**src/core/rpe_cfg.svh**
```systemverilog
`ifndef RPE_CFG_SVH
`define RPE_CFG_SVH
// Register addresses
`define RPE_ADDR_SEL 8'h4C
`define RPE_ADDR_FLAGS 8'h7A
`define RPE_ADDR_COUNT 8'h7B
`define RPE_ADDR_RAWCFG 8'h7C
// Reset values
`define RPE_RST_RAWCFG 8'h20
`define RPE_RST_FLAGS 4'h0
`define RPE_RST_COUNT 8'h00
`define RPE_RST_SEL 2'h0
// Error flag positions
`define RPE_FLG_LEN 3
`define RPE_FLG_CKSUM 2
`define RPE_FLG_ECC2 1
`define RPE_FLG_ECC1 0
// Raw config field positions
`define RPE_CFG_RED_HI 7
`define RPE_CFG_RED_LO 6
`define RPE_CFG_PAR 5
`define RPE_CFG_LINE 4
`define RPE_CFG_FRAME 3
`define RPE_CFG_AUTO 2
`define RPE_CFG_LVPOL 1
`define RPE_CFG_FVPOL 0
// Reduction codes
`define RPE_RED_UPPER 2'h2
`define RPE_RED_LOWER 2'h3
// Counter limit and packet class
`define RPE_CNT_MAX 8'hFF
`define RPE_LONG_DT 6'h10
// Header ECC parity masks
`define RPE_ECC_P0 24'hF12CB7
`define RPE_ECC_P1 24'hF2555B
`define RPE_ECC_P2 24'h749A6D
`define RPE_ECC_P3 24'hB8E38E
`define RPE_ECC_P4 24'hDF03F0
`define RPE_ECC_P5 24'hEFFC00
// Line and frame counter width
`define RPE_LEN_W 16
`endif

```
**src/core/rpe_pkg.sv**
```systemverilog
`include "rpe_cfg.svh"
package rpe_pkg;
   // Polarity learning phases
   typedef enum logic [1:0] {
      rpe_pol_learn = 2'b00,
      rpe_pol_skip = 2'b01,
      rpe_pol_run = 2'b10
   } rpe_pol_t;
   // Raw path state
   typedef struct packed {
      rpe_pol_t pol;
      logic fv_act;
      logic lv_act;
      logic fv_d;
      logic lv_d;
      logic drop;
      logic hold;
      logic len_known;
      logic lines_known;
      logic [`RPE_LEN_W-1:0] pix_cnt;
      logic [`RPE_LEN_W-1:0] line_len;
      logic [`RPE_LEN_W-1:0] line_cnt;
      logic [`RPE_LEN_W-1:0] frame_lines;
      logic [1:0] pass_cnt;
      logic pass;
      logic vid_vld;
      logic [9:0] vid_data;
      logic vid_lv;
      logic vid_fv;
   } rpe_raw_st_t;
endpackage

```
**src/core/rpe_raw_path.sv**
```systemverilog
`timescale 1ns/1ps
`default_nettype none
module rpe_raw_path import rpe_pkg::*; (
   // Clock and reset
   input wire logic clk,
   input wire logic rstn,
   // Port configuration
   input wire logic [7:0] cfg,
   input wire logic [1:0] pass_thr,
   input wire logic rx_lock,
   // Raw video in
   input wire logic raw_vld,
   input wire logic [9:0] raw_data,
   input wire logic raw_lv,
   input wire logic raw_fv,
   input wire logic par_err,
   // Video out
   output logic vid_vld,
   output logic [9:0] vid_data,
   output logic vid_lv,
   output logic vid_fv,
   output logic pass
);
   rpe_raw_st_t q, d; // State and next state
   logic auto_m, fv_lvl, lv_lvl, fv_on, lv_on, pol_ok, fwd, par_hit;
   logic [1:0] red;

   // Next state of the raw path
   always_comb begin
      d = q;
      auto_m = cfg[`RPE_CFG_AUTO];
      red = cfg[`RPE_CFG_RED_HI:`RPE_CFG_RED_LO];
      // Active levels, learned or manual
      fv_lvl = auto_m ? q.fv_act : ~cfg[`RPE_CFG_FVPOL];
      lv_lvl = auto_m ? q.lv_act : ~cfg[`RPE_CFG_LVPOL];
      fv_on = (raw_fv == fv_lvl);
      lv_on = (raw_lv == lv_lvl);
      d.fv_d = fv_on;
      d.lv_d = lv_on;
      // Polarity learning
      if (!auto_m) begin
         d.pol = rpe_pol_learn;
      end else begin
         case (q.pol)
            rpe_pol_learn: begin
               // Levels seen beside a pixel are the active ones
               if (raw_vld) begin
                  d.fv_act = raw_fv;
                  d.lv_act = raw_lv;
                  d.pol = rpe_pol_skip;
               end
            end
            rpe_pol_skip: begin
               // Discard the frame in flight
               if (q.fv_d && !fv_on) begin
                  d.pol = rpe_pol_run;
               end
            end
            rpe_pol_run: d.pol = rpe_pol_run;
            default: d.pol = rpe_pol_learn;
         endcase
      end
      pol_ok = !auto_m || (q.pol == rpe_pol_run);
      // Frame start reopens forwarding
      if (fv_on && !q.fv_d) begin
         d.drop = 1'b0;
         d.line_cnt = '0;
      end
      // Pixel count within a line
      if (raw_vld && lv_on) begin
         d.pix_cnt = q.pix_cnt + 1'b1;
      end
      // Line end: compare against previous length
      if (q.lv_d && !lv_on) begin
         d.line_cnt = q.line_cnt + 1'b1;
         if (q.len_known && q.pix_cnt != q.line_len && cfg[`RPE_CFG_LINE]) begin
            d.drop = 1'b1;
         end
         d.line_len = q.pix_cnt;
         d.len_known = 1'b1;
         d.pix_cnt = '0;
      end
      // Frame end: compare lines per frame
      if (q.fv_d && !fv_on) begin
         if (q.lines_known && q.line_cnt != q.frame_lines && cfg[`RPE_CFG_FRAME]) begin
            d.hold = 1'b1;
            d.pass_cnt = '0;
         end else if (!q.drop && q.pass_cnt != 2'h3) begin
            d.pass_cnt = q.pass_cnt + 1'b1;
         end
         d.frame_lines = q.line_cnt;
         d.lines_known = 1'b1;
      end
      // Parity error ends the frame
      par_hit = par_err && cfg[`RPE_CFG_PAR];
      if (par_hit && fv_on) begin
         d.drop = 1'b1;
      end
      // Pass qualification
      if (!rx_lock) begin
         d.pass_cnt = '0;
      end
      d.pass = rx_lock && (pass_thr == 2'h0 || q.pass_cnt >= pass_thr);
      if (q.pass) begin
         d.hold = 1'b0;
      end
      // Forwarding and byte reduction
      fwd = pol_ok && !q.hold && !q.drop;
      d.vid_vld = raw_vld && fv_on && lv_on && fwd && !par_hit;
      d.vid_fv = fv_on && fwd;
      d.vid_lv = lv_on && fv_on && fwd;
      case (red)
         `RPE_RED_UPPER: d.vid_data = {2'h0, raw_data[9:2]};
         `RPE_RED_LOWER: d.vid_data = {2'h0, raw_data[7:0]};
         default: d.vid_data = raw_data;
      endcase
   end

   // State register
   always_ff @(posedge clk or negedge rstn) begin
      if (!rstn) begin
         q <= '0;
      end else begin
         q <= d;
      end
   end

   // Outputs straight from state
   assign vid_vld = q.vid_vld;
   assign vid_data = q.vid_data;
   assign vid_lv = q.vid_lv;
   assign vid_fv = q.vid_fv;
   assign pass = q.pass;
endmodule
`default_nettype wire

```
**src/core/rpe_port_regs.sv**
```systemverilog
`timescale 1ns/1ps
`default_nettype none
module rpe_port_regs import rpe_pkg::*; #(
   parameter int NP = 4 // Number of receive ports
) (
   // Clock and reset
   input wire logic clk,
   input wire logic rstn,
   // Register access from the I2C target
   input wire logic [7:0] reg_addr,
   input wire logic reg_wr,
   input wire logic reg_rd,
   input wire logic [7:0] reg_wdata,
   output logic [7:0] reg_rdata,
   output logic reg_rvalid,
   // Packet end reports from each receiver
   input wire logic [NP-1:0] pkt_end,
   input wire logic [NP-1:0][23:0] pkt_hdr,
   input wire logic [NP-1:0][5:0] pkt_ecc,
   input wire logic [NP-1:0][15:0] pkt_bytes,
   input wire logic [NP-1:0][15:0] pkt_crc_calc,
   input wire logic [NP-1:0][15:0] pkt_crc_rx,
   // Corrected header out
   output logic [NP-1:0][23:0] hdr_out,
   output logic [NP-1:0] hdr_out_vld,
   output logic [NP-1:0] hdr_out_bad,
   // Raw video in
   input wire logic [NP-1:0] raw_vld,
   input wire logic [NP-1:0][9:0] raw_data,
   input wire logic [NP-1:0] raw_lv,
   input wire logic [NP-1:0] raw_fv,
   input wire logic [NP-1:0] par_err,
   input wire logic [NP-1:0] rx_lock,
   input wire logic [NP-1:0][1:0] pass_thr,
   // Raw video out
   output logic [NP-1:0] vid_vld,
   output logic [NP-1:0][9:0] vid_data,
   output logic [NP-1:0] vid_lv,
   output logic [NP-1:0] vid_fv,
   output logic [NP-1:0] port_pass
);
   // Port count limited by the select field
   if (NP < 1 || NP > 4) begin : g_np_check
      $error("NP must be 1 to 4");
   end

   // Complete register state
   typedef struct packed {
      logic [NP-1:0][3:0] flg;
      logic [NP-1:0][7:0] cnt;
      logic [NP-1:0][7:0] cfg;
      logic [1:0] sel;
      logic [7:0] rdata;
      logic rvalid;
      logic [NP-1:0][23:0] hdr;
      logic [NP-1:0] hdr_vld;
      logic [NP-1:0] hdr_bad;
   } rpe_regs_t;

   rpe_regs_t q, d; // State and next state

   // Header ECC parity over 24 bits
   function automatic logic [5:0] ecc_calc(input logic [23:0] h);
      ecc_calc = {^(h & `RPE_ECC_P5), ^(h & `RPE_ECC_P4), ^(h & `RPE_ECC_P3),
                  ^(h & `RPE_ECC_P2), ^(h & `RPE_ECC_P1), ^(h & `RPE_ECC_P0)};
   endfunction

   // Decode syndrome: {multi, single, fixed header}
   function automatic logic [25:0] hdr_fix(input logic [23:0] h, input logic [5:0] syn);
      logic [23:0] fixed;
      logic hit;
      fixed = h;
      hit = 1'b0;
      // Data bit error: flip the matching column
      for (int j = 0; j < 24; j++) begin
         if (syn == ecc_calc(24'h000001 << j)) begin
            fixed[j] = ~h[j];
            hit = 1'b1;
         end
      end
      // Error in an ECC bit: header itself is good
      if ($onehot(syn)) begin
         hit = 1'b1;
      end
      hdr_fix = {(syn != 6'h00) && !hit, hit, fixed};
   endfunction

   // Port index match against the select field
   function automatic logic sel_is(input logic [1:0] sel, input int i);
      sel_is = (sel == i[1:0]);
   endfunction

   logic [NP-1:0][25:0] fix; // Decoded header per port
   logic [NP-1:0][3:0] ev; // Error events per port
   logic [NP-1:0] long_pkt; // Packet carries payload
   logic rd_flags, rd_count, wr_cfg;

   // Next state of registers and status
   always_comb begin
      d = q;
      fix = '0;
      ev = '0;
      long_pkt = '0;
      rd_flags = reg_rd && reg_addr == `RPE_ADDR_FLAGS;
      rd_count = reg_rd && reg_addr == `RPE_ADDR_COUNT;
      wr_cfg = reg_wr && reg_addr == `RPE_ADDR_RAWCFG;
      // Port select write
      if (reg_wr && reg_addr == `RPE_ADDR_SEL) begin
         d.sel = reg_wdata[1:0];
      end
      for (int i = 0; i < NP; i++) begin
         // Header check and correction
         fix[i] = hdr_fix(pkt_hdr[i], ecc_calc(pkt_hdr[i]) ^ pkt_ecc[i]);
         long_pkt[i] = fix[i][5:0] >= `RPE_LONG_DT;
         if (pkt_end[i]) begin
            ev[i][`RPE_FLG_ECC2] = fix[i][25];
            ev[i][`RPE_FLG_ECC1] = fix[i][24];
            // Word count from header against bytes seen
            ev[i][`RPE_FLG_LEN] = long_pkt[i] && !fix[i][25]
                                  && fix[i][23:8] != pkt_bytes[i];
            ev[i][`RPE_FLG_CKSUM] = long_pkt[i] && pkt_crc_calc[i] != pkt_crc_rx[i];
         end
         // Sticky flags, event wins over read clear
         if (rd_flags && sel_is(q.sel, i)) begin
            d.flg[i] = ev[i];
         end else begin
            d.flg[i] = q.flg[i] | ev[i];
         end
         // Errored packet tally
         if (rd_count && sel_is(q.sel, i)) begin
            d.cnt[i] = {7'h00, |ev[i]};
         end else if (|ev[i] && q.cnt[i] != `RPE_CNT_MAX) begin
            d.cnt[i] = q.cnt[i] + 8'h01;
         end
         // Raw configuration write
         if (wr_cfg && sel_is(q.sel, i)) begin
            d.cfg[i] = reg_wdata;
         end
         // Corrected header out, multi-bit left as is
         d.hdr_vld[i] = pkt_end[i];
         if (pkt_end[i]) begin
            d.hdr[i] = fix[i][25] ? pkt_hdr[i] : fix[i][23:0];
            d.hdr_bad[i] = fix[i][25];
         end
      end
      // Read data, selected port copy
      d.rvalid = reg_rd;
      d.rdata = 8'h00;
      if (reg_rd) begin
         case (reg_addr)
            `RPE_ADDR_SEL: d.rdata = {6'h00, q.sel};
            `RPE_ADDR_FLAGS: begin
               for (int i = 0; i < NP; i++) begin
                  if (sel_is(q.sel, i)) begin
                     d.rdata = {4'h0, q.flg[i]};
                  end
               end
            end
            `RPE_ADDR_COUNT: begin
               for (int i = 0; i < NP; i++) begin
                  if (sel_is(q.sel, i)) begin
                     d.rdata = q.cnt[i];
                  end
               end
            end
            `RPE_ADDR_RAWCFG: begin
               for (int i = 0; i < NP; i++) begin
                  if (sel_is(q.sel, i)) begin
                     d.rdata = q.cfg[i];
                  end
               end
            end
            default: d.rdata = 8'h00;
         endcase
      end
   end

   // State register
   always_ff @(posedge clk or negedge rstn) begin
      if (!rstn) begin
         q.flg <= {NP{`RPE_RST_FLAGS}};
         q.cnt <= {NP{`RPE_RST_COUNT}};
         q.cfg <= {NP{`RPE_RST_RAWCFG}};
         q.sel <= `RPE_RST_SEL;
         q.rdata <= 8'h00;
         q.rvalid <= 1'b0;
         q.hdr <= '0;
         q.hdr_vld <= '0;
         q.hdr_bad <= '0;
      end else begin
         q <= d;
      end
   end

   // Register and header outputs
   assign reg_rdata = q.rdata;
   assign reg_rvalid = q.rvalid;
   assign hdr_out = q.hdr;
   assign hdr_out_vld = q.hdr_vld;
   assign hdr_out_bad = q.hdr_bad;

   // One raw path per port
   for (genvar g = 0; g < NP; g++) begin : g_raw
      rpe_raw_path u_raw (
         .clk(clk),
         .rstn(rstn),
         .cfg(q.cfg[g]),
         .pass_thr(pass_thr[g]),
         .rx_lock(rx_lock[g]),
         .raw_vld(raw_vld[g]),
         .raw_data(raw_data[g]),
         .raw_lv(raw_lv[g]),
         .raw_fv(raw_fv[g]),
         .par_err(par_err[g]),
         .vid_vld(vid_vld[g]),
         .vid_data(vid_data[g]),
         .vid_lv(vid_lv[g]),
         .vid_fv(vid_fv[g]),
         .pass(port_pass[g])
      );
   end
endmodule
`default_nettype wire

```
**config.mk**
```make
export PLATFORM = sky130hd
export DESIGN_NAME = rpe_port_regs
export DESIGN_NICKNAME = d
export VERILOG_FILES = /design/src/core/rpe_pkg.sv /design/src/core/rpe_raw_path.sv /design/src/core/rpe_port_regs.sv
export VERILOG_INCLUDE_DIRS = /design/src /design/src/core
export SDC_FILE = /design/constraint.sdc
export NUM_CORES = 2
export LEC_CHECK = 0
export BUFFER_PORTS_ARGS = -buffer_cell sky130_fd_sc_hd__buf_2
export CELL_PAD_IN_SITES_DETAIL_PLACEMENT = 0
export CELL_PAD_IN_SITES_GLOBAL_PLACEMENT = 1
export CORE_ASPECT_RATIO = 1.25
export CORE_MARGIN = 2
export CORE_UTILIZATION = 48
export DETAILED_ROUTE_END_ITERATION = 12
export PLACE_DENSITY_LB_ADDON = 0.1
export SLEW_MARGIN = 20
export SYNTH_ARGS = -nofsm -noshare
export SYNTH_HDL_FRONTEND = slang
export SYNTH_SLANG_ARGS = --single-unit
```
**constraint.sdc**
```tcl
create_clock -name clk -period 3.7 [get_ports clk]
set_clock_uncertainty 0.2 [all_clocks]
set_input_delay 0.74 -clock clk [delete_from_list [all_inputs] [get_ports clk]]
set_output_delay 0.74 -clock clk [all_outputs]
set_load 0.01 [all_outputs]
```
==> summary.txt <==
Worst hold path
  – Worst min-delay path class: input port to register

Global route
  – Largest net degree at the start of global routing: 70
  – First-pass GRT wire length: about 160 mm
  – GRT Total Usage: a little over a quarter
  – Antenna violations before repair: 19
  – Gr ovfl total: 0
  – Number of global-route vias before repair: ~30,000

Outcome
  – Status: complete, but fails checks
  – Failing checks: setup timing

Yosys
  – Synth unique cells: a little over 100
  – Asr flop ratio synth: 100.0%
  – Top post-synthesis cells by area: dfrtp_1 39%, xnor2_1 8.0%, xor2_1 6.7%
  – Top-area cell type share of the netlist area: 38.89%
  – Post-synth top area cell: dfrtp_1
  – Post-synth EDFFs: 0
  – Top FF cell, synth: dfrtp_1
  – Mapped Area: 35,450 µm²
  – Mapped Cells: 3,728
  – Seq/Total Area, Yosys: 39.19%
  – Average cell area after synthesis: ~9.5 µm²
  – Register bit total from synthesis: ~560
  – Syn Nets: 4,196
  – Count of warnings emitted by yosys: 0

Pwr
  – VDD IR-drop max: 0.0005700 V
  – PwrDens: between 600 and 700 nW/µm²
  – Leak Pwr: 21.49 nW

Clocking
  – CTS tree: done
  – Total CTS buffers: 58
  – Worst-path clk slew: ~0.070 ns
  – Clock Tree Root: clkbuf_16
  – CTS Buffer Depth: 3
  – Clk_lat worst skew: 0.64 ns
  – Max H-tree Level: 2
  – Clock sinks: between 500 and 600

STA
  – Hold Vio Cnt, Final: 0
  – Tmin final: 4.927 ns
  – RSZ-0062 raised after global routing: true
  – Relative slew slack: 40.63%
  – # setup viols final: 50
  – Final Max Tran Viols: 0
  – Worst-Margin Slew: about 0.9 ns
  – Final worst slack: -1.227 ns
  – FMAX: ~200 MHz
  – Tcrit/Tclk final: 133.2%
  – Min Hold Slack: 0.1263 ns

Critical path
  – Critical path launch point type: input port
  – Worst EP required: a little over 4 ns
  – CP Class: input port to register
  – Worst Path Max Fanout: 5
  – CP Capture Type: register
  – Crit path arrival time: 5.30 ns

Floorplanning
  – DIE WIDTH: between 200 and 250 µm
  – Num ports: 573
  – Total die area: approximately 76,000 µm²
  – Die Y: 307.9 µm
  – Initial core utilization: 48.44%
  – Row count: between 100 and 150
  – Core area: 73,190 µm²

Place
  – Port Buf Inserts: about 570
  – GP Congestion: 0.9139
  – HPWL reported at the end of detailed placement: 82.95 mm
  – Place WS: -2.015 ns
  – Placed insts: 5,487

Final layout
  – Non-Filler Instances: 5,631
  – Final nets: 5,077
  – Area Overhead vs Synth: 27.14%
  – Most common cell after layout, fill and taps aside: buf_4
  – Layout cells sized above 1: 34.30%
  – Commonest cells after routing, fill and taps aside: 561 x buf_4, 553 x buf_2, 551 x dfrtp_1

Detailed routing
  – Total number of vias: 29,850
  – Router iterations before antenna repair: 6
  – DRT iter0 DRCs: 1,781
  – Average vias per placed instance: 5.302
  – Remaining antenna violation count: 0
  – Post-route DRC violation count: 0
  – WL final: 104.8 mm
  – Post-DR wirelength/cell: 18.62 µm

Job
  – Max-Cap Viols: 0
metal layers:
metal | part of all wire (%) | vias to the layer above | wire length, µm | global-route usage [%]
met5 | 0.062 | - | 65 | 0
li1 | - | 14550 | - | -
met2 | 50 | 784 | 52750 | 48.49
met1 | 40 | 14320 | 42390 | 32.78
met4 | 3.6 | 10 | 3825 | 10.31
met3 | 5.5 | 195 | 5814 | 4.795
flip-flops by register name (all words and copies together), names as in the netlist:
register / flops
g_raw.u_raw.pass: 4
g_raw.u_raw.q: 304
g_raw.u_raw.vid_data: 40
g_raw.u_raw.vid_fv: 4
g_raw.u_raw.vid_lv: 4
g_raw.u_raw.vid_vld: 4
hdr_out: 96
hdr_out_bad: 4
hdr_out_vld: 4
q: 82
reg_rdata: 8
reg_rvalid: 1
cell families (layout without fill, tap and decap cells):
kind of cell | after synthesis | count (layout) | synth area share, %
buf+inv | 426 | 1356 | 6.448
simple gates | 1272 | 1272 | 17.55
compound gates | 582 | 583 | 10.92
xor+xnor | 637 | 637 | 17.19
fa+ha+maj | 64 | 64 | 2.513
other cells | 0 | 12 | 0
mux | 192 | 192 | 6.190
flops | 555 | 555 | 39.19
Yosys cell counts (14+ instances only):
library cell	n
dfrtp_1	551
xor2_1	271
a21oi_1	157
nor2_1	272
xnor3_1	26
a22o_1	22
or3_1	21
buf_4	170
buf_1	14
buf_2	27
nand4_1	75
nand2_1	402
xnor2_1	324
nor3_1	45
nand3b_1	14
o21ai_0	155
mux2i_1	37
clkbuf_1	118
nor4_1	35
nor2b_1	46
and2_1	22
nand2b_1	27
o211ai_1	15
inv_1	95
or2_2	23
mux2_2	148
ha_1	52
nand3_1	156
o221ai_1	37
and3_1	62
worst max-delay path, cell delays in order:
cell and delay [ns]:
buf_8 0.10, xor2_1 0.16, xnor3_2 0.50, xor2_4 0.18
xnor2_2 0.15, fa_1 0.50, inv_1 0.05, fa_1 0.50
a21boi_2 0.17, fa_1 0.42, nor2_1 0.09, nand2_1 0.10
o221ai_2 0.09, or3b_1 0.16, and4b_1 0.22, a221o_2 0.43
o21ba_4 0.24, or3_4 0.36, a21oi_2 0.12
report_power, final:
part           internal [W]  switching [W]  leakage (nW)
clock               0.00361        0.00261          1.01
sequential          0.00662       0.000542          7.10
combinational       0.00701        0.00671          13.4
cell type report:
cell class / instances / area [µm²]
Antenna cell: 12 / 30.03
Tap cell: 960 / 1201
Timing Repair Buffer: 1151 / 7510
Clock buffer: 80 / 1675
Inverter: 95 / 356.6
Fill cell: 6434 / 28120
Sequential cell: 555 / 13890
Clock inverter: 30 / 362.8
Multi-Input combinational cell: 2748 / 20050
final timing paths:
path	startpoint	to	slack (ns)	cells past startpoint
worst max-delay path	pkt_hdr[7]	q[150]	-1.23	19
worst min-delay path	raw_data[30]	g_raw[3].u_raw.vid_data[0]	0.13	2
worst max register to register	q[125]	g_raw[1].u_raw.q[14]	0.93	7
worst min register to register	g_raw[3].u_raw.pass	g_raw[3].u_raw.q[82]	0.22	1
max in group asynchronous	rstn	hdr_out[25]	1.93	3
min in group asynchronous	rstn	hdr_out[9]	0.47	2
repair_timing:
action                     CTS  global route
hold buffers                 1             0
cloned                       1             0
pin swaps                   46            36
hold endpoints to repair    52             0
setup endpoints to repair   50            51
setup buffers               18            11
gates resized for setup     72            58
stage by stage:
step	instance area, µm²	setup TNS [ns]	util (%)	total power, W
2_1_floorplan	35860	-64.64	-	0.01440
3_3_place_gp	42260	-83.47	57.74	0.01974
3_5_place_dp	42260	-87.36	57.74	0.01986
4_1_cts	44740	-41.72	61.13	0.02699
5_1_grt	45070	-50.29	61.58	0.02875
6_report	45070	-43.45	61.58	0.02710
(Power assumes the default switching activity.)
